## src/inc/wdt_params.svh

```systemverilog
// Offsets, field positions, reset values and timing counts of the watchdog
`ifndef WDT_PARAMS_SVH
`define WDT_PARAMS_SVH

// Register byte offsets on the register bus
`define WDT_OFS_CAUSE        4'h0
`define WDT_OFS_CTRL         4'h4

// Reset-cause register fields
`define WDT_CAUSE_POWERON    0
`define WDT_CAUSE_PIN        1
`define WDT_CAUSE_BROWNOUT   2
`define WDT_CAUSE_TIMEOUT    3
`define WDT_CAUSE_SCAN       4
`define WDT_CAUSE_USB        5
`define WDT_CAUSE_RSV_MASK   8'hc0
`define WDT_CAUSE_RST_VAL    6'h01

// Control register fields
`define WDT_CTRL_PSEL0       0
`define WDT_CTRL_PSEL2       2
`define WDT_CTRL_RESET_EN    3
`define WDT_CTRL_UNLOCK      4
`define WDT_CTRL_PSEL3       5
`define WDT_CTRL_IRQ_EN      6
`define WDT_CTRL_IRQ_FLAG    7

// Prescaler code of the longest documented period
`define WDT_PSEL_MAX         4'h9

// System clock and watchdog oscillator rates in Hz
`define WDT_CLK_HZ           50000000
`define WDT_OSC_HZ           128000
// System clock cycles per oscillator cycle
`define WDT_OSC_DIV          (`WDT_CLK_HZ / `WDT_OSC_HZ)
// Oscillator cycles of the shortest time-out
`define WDT_BASE_CYCLES      2048
// System clock cycles the change window stays open
`define WDT_UNLOCK_CYCLES    4
`endif

```

## src/inc/wdt_pkg.sv

```systemverilog
// Types shared by the watchdog and reset-cause logic
package wdt_pkg;

	// Watchdog operating mode, one-hot
	typedef enum logic [3:0] {
		MODE_STOPPED   = 4'b0001,
		MODE_IRQ       = 4'b0010,
		MODE_RESET     = 4'b0100,
		MODE_IRQ_RESET = 4'b1000
	} wdt_mode_type;

	// Reset events reported by the rest of the reset system
	typedef struct packed {
		logic usb;      // USB bus reset reset the core
		logic scan;     // Scan reset instruction reset the core
		logic brownout; // Brown-out reset
		logic pin;      // External pin reset
	} reset_event_type;

	// Avalon-MM slave request
	typedef struct packed {
		logic [3:0]  address;
		logic        read;
		logic        write;
		logic [31:0] writedata;
		logic [3:0]  byteenable;
	} avs_req_type;

endpackage

```

## src/hw/wdt_tick.sv

```systemverilog
// Divider making the watchdog oscillator rate as a one-cycle enable
`timescale 1ns/1ps
`default_nettype none

module wdt_tick #(
	parameter int DIV = 390
) (
	input  wire logic i_clk,  // System clock
	input  wire logic i_rst,  // Synchronous reset
	output logic      o_tick  // One-cycle pulse per oscillator cycle
);

	localparam int W = (DIV > 1) ? $clog2(DIV) : 1;

	logic [W-1:0] cnt_q; // Cycles within one oscillator period

	// Free-running count, wraps every DIV cycles
	always_ff @(posedge i_clk) begin
		if (i_rst) begin
			cnt_q <= '0;
		end else if (cnt_q == W'(DIV - 1)) begin
			cnt_q <= '0;
		end else begin
			cnt_q <= cnt_q + W'(1);
		end
	end

	// Pulse on the first cycle of each period, registered from the last count
	always_ff @(posedge i_clk) begin
		if (i_rst) begin
			o_tick <= 1'b0;
		end else begin
			o_tick <= (cnt_q == W'(DIV - 1));
		end
	end

endmodule
`default_nettype wire

```

## src/hw/wdt_core.sv

```systemverilog
// Watchdog timer with reset-cause register behind an Avalon-MM slave
//
// Decided for this implementation: the Avalon-MM slave port and the register offsets.
`timescale 1ns/1ps
`include "wdt_params.svh"
`default_nettype none

module wdt_core #(
	parameter int BASE_CYCLES = `WDT_BASE_CYCLES, // Shortest period
	parameter int OSC_DIV     = `WDT_OSC_DIV      // Clocks per osc cycle
) (
	input  wire logic                     i_clk,           // System clock
	input  wire logic                     i_rst,           // Power-on reset
	input  wire wdt_pkg::avs_req_type     i_avs,           // Bus request
	output logic [31:0]                   o_avs_readdata,  // Read data
	output logic                          o_avs_waitrequest, // Stall
	input  wire wdt_pkg::reset_event_type i_reset_event,   // Reset causes
	input  wire logic                     i_always_on_fuse, // Fuse level
	input  wire logic                     i_global_irq_en, // Global enable
	input  wire logic                     i_vector_ack,    // Vector entry
	input  wire logic                     i_restart,       // Restart insn
	output logic                          o_irq_req,       // Irq request
	output logic                          o_wdt_reset,     // Reset pulse
	output wdt_pkg::wdt_mode_type         o_mode           // Mode now
);

	import wdt_pkg::*;

	localparam int CW = 21; // Counter width, holds the longest period

	// Bus handshake state
	logic        ack_q;          // Second cycle of an access
	logic [31:0] rdata_q;        // Registered read data
	logic        wr_take;        // Write takes effect this edge
	logic        wr_cause;       // Write to the cause register
	logic        wr_ctrl;        // Write to the control register
	logic [7:0]  wbyte;          // Low write byte

	// Reset-cause flags, bits 5..0
	logic [5:0]  cause_q;
	logic [5:0]  cause_d;

	// Control register state
	logic        irq_flag_q;     // Timeout irq flag
	logic        irq_en_q;       // Timeout irq enable as stored
	logic        reset_en_q;     // Reset enable as stored
	logic [3:0]  psel_q;         // Period select code
	logic        unlock_q;       // Change window open
	logic [1:0]  unlock_cnt_q;   // Cycles the window has been open

	// Derived control
	logic        irq_en_eff;     // Irq enable after fuse lock
	logic        reset_en_eff;   // Reset enable after overrides
	wdt_mode_type mode;          // Decoded mode
	logic        sys_reset;      // Any reset that reinitialises control
	logic [7:0]  ctrl_rd;        // Control register read view

	// Counter
	logic        tick;           // Oscillator-rate enable
	logic [CW-1:0] cnt_q;        // Oscillator cycles since restart
	logic [CW-1:0] limit;        // Last count of the period
	logic        timeout;        // Period reached this cycle
	logic        to_set_flag;    // Timeout raises the irq flag
	logic        to_reset;       // Timeout asks for a reset

	// Oscillator-rate enable
	wdt_tick #(
		.DIV (OSC_DIV)
	) u_tick (
		.i_clk  (i_clk),
		.i_rst  (i_rst),
		.o_tick (tick)
	);

	// Bus slave: every access takes two cycles, answer in the second
	always_ff @(posedge i_clk) begin
		if (i_rst) begin
			ack_q <= 1'b0;
		end else begin
			ack_q <= (i_avs.read | i_avs.write) & ~ack_q;
		end
	end

	assign o_avs_waitrequest = (i_avs.read | i_avs.write) & ~ack_q;
	assign wr_take  = i_avs.write & ack_q & i_avs.byteenable[0];
	assign wr_cause = wr_take & (i_avs.address == `WDT_OFS_CAUSE);
	assign wr_ctrl  = wr_take & (i_avs.address == `WDT_OFS_CTRL);
	assign wbyte    = i_avs.writedata[7:0];

	// Read data captured in the first cycle; unmapped reads give zero
	always_ff @(posedge i_clk) begin
		if (i_rst) begin
			rdata_q <= 32'h0;
		end else if (i_avs.read & ~ack_q) begin
			if (i_avs.address == `WDT_OFS_CAUSE) begin
				rdata_q <= {24'h0, 2'b00, cause_q};
			end else if (i_avs.address == `WDT_OFS_CTRL) begin
				rdata_q <= {24'h0, ctrl_rd};
			end else begin
				rdata_q <= 32'h0;
			end
		end
	end

	assign o_avs_readdata = rdata_q;

	// Any system reset reinitialises the watchdog control
	assign sys_reset = (|i_reset_event) | o_wdt_reset;

	// Cause flags: hardware set wins over a software clear
	always_comb begin
		cause_d = cause_q;
		if (wr_cause) begin
			// Writing zero clears a flag, writing one keeps it
			cause_d = cause_q & wbyte[5:0];
		end
		cause_d[`WDT_CAUSE_USB]      = cause_d[`WDT_CAUSE_USB] |
			i_reset_event.usb;
		cause_d[`WDT_CAUSE_SCAN]     = cause_d[`WDT_CAUSE_SCAN] |
			i_reset_event.scan;
		cause_d[`WDT_CAUSE_TIMEOUT]  = cause_d[`WDT_CAUSE_TIMEOUT] |
			o_wdt_reset;
		cause_d[`WDT_CAUSE_BROWNOUT] = cause_d[`WDT_CAUSE_BROWNOUT] |
			i_reset_event.brownout;
		cause_d[`WDT_CAUSE_PIN]      = cause_d[`WDT_CAUSE_PIN] |
			i_reset_event.pin;
	end

	// Power-on sets its own flag and clears the others
	always_ff @(posedge i_clk) begin
		if (i_rst) begin
			cause_q <= `WDT_CAUSE_RST_VAL;
		end else begin
			cause_q <= cause_d;
		end
	end

	// Fuse locks the enables; the timeout cause forces reset enable
	assign irq_en_eff   = ~i_always_on_fuse & irq_en_q;
	assign reset_en_eff = i_always_on_fuse | reset_en_q |
		cause_q[`WDT_CAUSE_TIMEOUT];

	// Mode decode from fuse and the two enables
	always_comb begin
		unique case ({i_always_on_fuse, reset_en_eff, irq_en_eff})
			3'b000:  mode = MODE_STOPPED;
			3'b001:  mode = MODE_IRQ;
			3'b011:  mode = MODE_IRQ_RESET;
			default: mode = MODE_RESET;
		endcase
	end

	assign o_mode = mode;

	// Control register read view
	assign ctrl_rd = {irq_flag_q, irq_en_eff, psel_q[3], unlock_q,
		reset_en_eff, psel_q[2:0]};

	// Change window: opened by one write with unlock and reset enable
	always_ff @(posedge i_clk) begin
		if (i_rst | sys_reset) begin
			unlock_q     <= 1'b0;
			unlock_cnt_q <= 2'd0;
		end else if (wr_ctrl & wbyte[`WDT_CTRL_UNLOCK] &
			wbyte[`WDT_CTRL_RESET_EN]) begin
			unlock_q     <= 1'b1;
			unlock_cnt_q <= 2'd0;
		end else if (wr_ctrl & unlock_q) begin
			unlock_q     <= 1'b0;
		end else if (unlock_q) begin
			// Closed by hardware four cycles after opening
			if (unlock_cnt_q == 2'(`WDT_UNLOCK_CYCLES - 1)) begin
				unlock_q <= 1'b0;
			end
			unlock_cnt_q <= unlock_cnt_q + 2'd1;
		end
	end

	// Reset enable: setting is free, clearing needs the open window
	always_ff @(posedge i_clk) begin
		if (i_rst | sys_reset) begin
			reset_en_q <= 1'b0;
		end else if (wr_ctrl) begin
			if (wbyte[`WDT_CTRL_RESET_EN]) begin
				reset_en_q <= 1'b1;
			end else if (unlock_q) begin
				reset_en_q <= 1'b0;
			end
		end
	end

	// Period select changes only inside the open window
	always_ff @(posedge i_clk) begin
		if (i_rst | sys_reset) begin
			psel_q <= 4'h0;
		end else if (wr_ctrl & unlock_q) begin
			psel_q <= {wbyte[`WDT_CTRL_PSEL3],
				wbyte[`WDT_CTRL_PSEL2:`WDT_CTRL_PSEL0]};
		end
	end

	// Irq enable: software writes it, vector entry in combined mode clears it
	always_ff @(posedge i_clk) begin
		if (i_rst | sys_reset) begin
			irq_en_q <= 1'b0;
		end else if (wr_ctrl) begin
			irq_en_q <= wbyte[`WDT_CTRL_IRQ_EN];
		end else if (i_vector_ack & (mode == MODE_IRQ_RESET)) begin
			irq_en_q <= 1'b0;
		end
	end

	// Irq flag: timeout sets it, vector entry or a written one clears it
	always_ff @(posedge i_clk) begin
		if (i_rst | sys_reset) begin
			irq_flag_q <= 1'b0;
		end else if (to_set_flag) begin
			irq_flag_q <= 1'b1;
		end else if (i_vector_ack |
			(wr_ctrl & wbyte[`WDT_CTRL_IRQ_FLAG])) begin
			irq_flag_q <= 1'b0;
		end
	end

	// Interrupt request needs both enables and the flag
	assign o_irq_req = irq_flag_q & irq_en_eff & i_global_irq_en;

	// Last count of the selected period; reserved codes use the longest
	always_comb begin
		if (psel_q > `WDT_PSEL_MAX) begin
			limit = CW'((BASE_CYCLES << `WDT_PSEL_MAX) - 1);
		end else begin
			limit = CW'((BASE_CYCLES << psel_q) - 1);
		end
	end

	assign timeout = tick & (mode != MODE_STOPPED) & (cnt_q >= limit);

	// Timeout action per mode; a second timeout in combined mode resets
	assign to_set_flag = timeout & ((mode == MODE_IRQ) |
		((mode == MODE_IRQ_RESET) & ~irq_flag_q));
	assign to_reset = timeout & ((mode == MODE_RESET) |
		((mode == MODE_IRQ_RESET) & irq_flag_q));

	// Oscillator cycle counter; control and restarts share the clock
	always_ff @(posedge i_clk) begin
		if (i_rst | sys_reset) begin
			cnt_q <= '0;
		end else if (i_restart | (mode == MODE_STOPPED)) begin
			cnt_q <= '0;
		end else if (timeout) begin
			cnt_q <= '0;
		end else if (tick) begin
			cnt_q <= cnt_q + CW'(1);
		end
	end

	// Reset pulse lasts exactly one system clock cycle
	always_ff @(posedge i_clk) begin
		if (i_rst) begin
			o_wdt_reset <= 1'b0;
		end else begin
			o_wdt_reset <= to_reset & ~i_restart;
		end
	end

endmodule
`default_nettype wire

```

## config.mk

```make
export PLATFORM = sky130hd
export DESIGN_NAME = wdt_core
export DESIGN_NICKNAME = d
export VERILOG_FILES = /design/src/inc/wdt_pkg.sv /design/src/hw/wdt_tick.sv /design/src/hw/wdt_core.sv
export VERILOG_INCLUDE_DIRS = /design/src /design/src/inc
export SDC_FILE = /design/constraint.sdc
export NUM_CORES = 1
export LEC_CHECK = 0
export BUFFER_PORTS_ARGS = -buffer_cell sky130_fd_sc_hd__buf_2
export CORE_ASPECT_RATIO = 0.7
export CORE_UTILIZATION = 40
export CTS_CLUSTER_SIZE = 14
export DETAILED_ROUTE_END_ITERATION = 12
export PLACE_DENSITY_LB_ADDON = 0.2
export SYNTH_ARGS = -nofsm -noshare
export SYNTH_HDL_FRONTEND = slang
export SYNTH_SLANG_ARGS = --single-unit
```

## constraint.sdc

```tcl
create_clock -name i_clk -period 7.1 [get_ports i_clk]
set_clock_uncertainty 0.2 [all_clocks]
set_input_delay 0.71 -clock i_clk [delete_from_list [all_inputs] [get_ports i_clk]]
set_output_delay 0.71 -clock i_clk [all_outputs]
set_load 0.01 [all_outputs]
```

==> results by group <==
Status
  – Status: finished, final reports clean

Critical path
  – WP data arrival: 3910 ps
  – Reg2reg setup slack: 3230 ps
  – Endpoint type of the worst setup path: flop
  – Critical Path RT: 7140 ps
  – Largest fanout on the critical path: 11
  – Crit path launch type: flop
  – WS Path Type: reg2reg

Routing
  – Iter 0 DRT Violations: 112
  – Number of routed nets with antenna violations: 0
  – Final wirelength: 6.21 mm
  – DRC errors left: 0
  – Vias per inst: 4.92
  – Via count: 2489
  – Drt pass-1 iters: 4
  – Routed WL per cell: 12.3 um

Timing
  – RSZ-0062 raised after global routing: no
  – Fin crit period: 3870 ps
  – Final number of setup-violating endpoints: 0
  – Final worst slack: 3230 ps
  – TNS Setup: 0 ps
  – F_max: 258 MHz
  – Slew Viols, Final: 0
  – Worst-margin pin slew: 875 ps
  – Fin. Hold Viols: 0
  – Max-Slew Margin vs Limit: 41.1%
  – Crit share post-route: 54.5%

Global route
  – Total track usage: 16.7%
  – Initial antenna violation count: 0
  – First-pass GRT wire length: 10.1 mm
  – Largest net degree at the start of global routing: 22
  – Congestion Overflow GR: 0
  – Vias in the first global route: 2125

Power
  – Sw power: 0.000153 W
  – Pleak: 1.38 nW
  – Register share of total power: 47.6%
  – Pint: 0.000533 W
  – Comb pwr share: 5.0%
  – Maximum vdd drop: 121 uV
  – PwrDens: 202 mW/mm2
  – Clock group share of total power: 47.4%
  – Switching Share: 22.3%

Die
  – Boundary Pins: 91
  – Starting density of the core: 41.3%
  – Die Width: 106 um
  – # rows: 26
  – Die height: 74.7 um
  – Die area: 0.00791 mm2
  – Core Area: 0.00732 mm2

Clocking
  – Inserted Clock Buffers: 9
  – Setup bufs post-CTS: 0
  – # clock sinks: 57
  – Post_cts resized: 0
  – # hold bufs at CTS: 0
  – Worst-path clk slew: 60 ps
  – Max Buffers Root-to-Sink: 2
  – TritonCTS clock tree: built
  – Clk_lat worst skew: 350 ps
  – Clk root buf: clkbuf_8
  – H-tree depth reported by CTS: 3

Logic synthesis
  – Number of synthesized register bits: 57
  – Syn Inst Count: 369
  – Post-Synth Adder-Cell Area: 6.21%
  – Top FF cell, synth: dfxtp_1
  – Synth top area share: 37.8%
  – Avg Cell Area, Syn: 8.19 um2
  – Synth Warn #: 0
  – Post-synthesis compound-gate area fraction: 10.6%
  – Largest family of logic cells by synthesized area: simple AND/OR/NAND/NOR gates
  – Mux cell area share after synthesis: 2.32%
  – Post-synth top area cell: dfxtp_1
  – Synth Area in Simple Gates: 25.6%
  – Synth Area in XOR/XNOR: 7.83%
  – Async SR Flop Fraction: 0%
  – Area contributors post-synth: dfxtp_1, nor2_1, buf_4
  – Distinct cells, synth: 42
  – Number of synthesized flops with an enable pin: 0
  – Post-synthesis sequential area ratio: 37.8%
  – Synthesized area: 0.00302 mm2

Cells and area
  – Fin cells: 506
  – Final Instance Area: 0.00340 mm2
  – ANT cells: 0
  – Ratio of cells with drive above 1 in the final layout: 15.4%
  – Area Overhead vs Synth: 12.6%
  – Fin util: 46.5%
  – Fin nets: 471

Placement
  – Port buffer count: 39
  – Placed instance count: 491
  – Pre-CTS WS: 3240 ps
  – HPWL after detailed placement: 4.65 mm
  – Post-DP Area: 0.00319 mm2
  – RePlAce Congestion: 0.790

Worst hold path
  – Worst Hold Class: reg2reg

Flow run
  – Max Cap Violations: 0
==> per-layer routing <==
metal	vias to the layer above	track usage [%]	part of all wire, %
met5	-	0	0
met4	0	4.32	0.90
met3	5	8.14	4.7
met2	46	22.9	40
met1	1145	23.2	54
li1	1293	-	-
==> flip-flops by register name, indices dropped and copies added, names as in the netlist, 2 cells and up <==
register / count
psel_q: 4
cnt_q: 21
cause_q: 6
u_tick.cnt_q: 9
unlock_cnt_q: 2
o_avs_readdata: 8
==> synthesized netlist by cell type (4+ instances only) <==
cell and instances:
nand2b_1 6, a31oi_1 4, and3_1 4, dfxtp_1 57, xnor2_1 8, nor2b_1 4
xor2_1 19, inv_1 11, nand4_1 11, a21oi_1 26, mux2i_1 7, ha_1 15
nor3_1 14, nor2_1 62, nand2_1 22, nor4_1 6, buf_4 25, nand3_1 14
o21ai_0 9, clkbuf_1 11
==> kinds of logic after synthesis <==
kind of cell | Yosys count
simple gates | 158
flops | 57
compound gates | 53
buf+inv | 50
xor+xnor | 27
fa+ha+maj | 15
mux | 7
other cells | 2
==> path summary, 6_finish.rpt <==
kind / startpoint / end / cells past startpoint
max: psel_q[1] / irq_flag_q / 14
min: ack_q / ack_q / 1
max reg2reg: psel_q[1] / irq_flag_q / 14
min reg2reg: ack_q / ack_q / 1
==> layout by cell type, fill, tap and decap left out, drive strengths merged, types with 10 or more instances in the layout <==
master / count
nor2: 64
dfxtp: 57
buf: 40
a21oi: 26
conb: 25
nand2: 22
xor2: 19
ha: 15
nor3: 15
nand3: 14
clkbuf: 13
nand4: 12
inv: 11
o21ai: 10
==> critical path, stage by stage, from the launching register on <==
cell and delay [ps]:
dfxtp_1 410, or2_2 350, or3_1 340, ha_1 280, nor2b_1 200, a21oi_1 160, a31oi_1 50, nor2_1 100
o32ai_1 90, ha_1 310, nand4_1 130, nor4_1 70, a2111oi_0 580, nand2_1 220, a31o_2 280
==> final cells by class <==
class	count	area (um2)
fill	738	3920
multi-input combinational	285	1680
sequential	57	1140
timing repair buffer	40	203
clock buffer	13	179
tap	98	123
inverter	11	41.3
clock inverter	2	35.0
==> metrics by stage <==
| stage | hold slack, ps | total power (W) |
|---|---|---|
| 2_1_floorplan | 240 | 0.000365 |
| 3_3_place_gp | 254 | 0.000367 |
| 3_5_place_dp | 265 | 0.000368 |
| 4_1_cts | 274 | 0.000695 |
| 5_1_grt | 287 | 0.000714 |
| 6_report | 271 | 0.000686 |
==> power by group through the flow <==
| stage | clock network [W] | logic (W) | registers [W] |
|---|---|---|---|
| after detailed placement | 0 | 0.0000338 | 0.000334 |
| after global routing | 0.000348 | 0.0000388 | 0.000327 |
| final | 0.000325 | 0.0000341 | 0.000327 |
| after floorplan | 0 | 0.0000314 | 0.000333 |
| after global placement | 0 | 0.0000332 | 0.000334 |
| after CTS | 0.000334 | 0.0000339 | 0.000327 |
No activity file was read; power rests on OpenSTA's default activity.
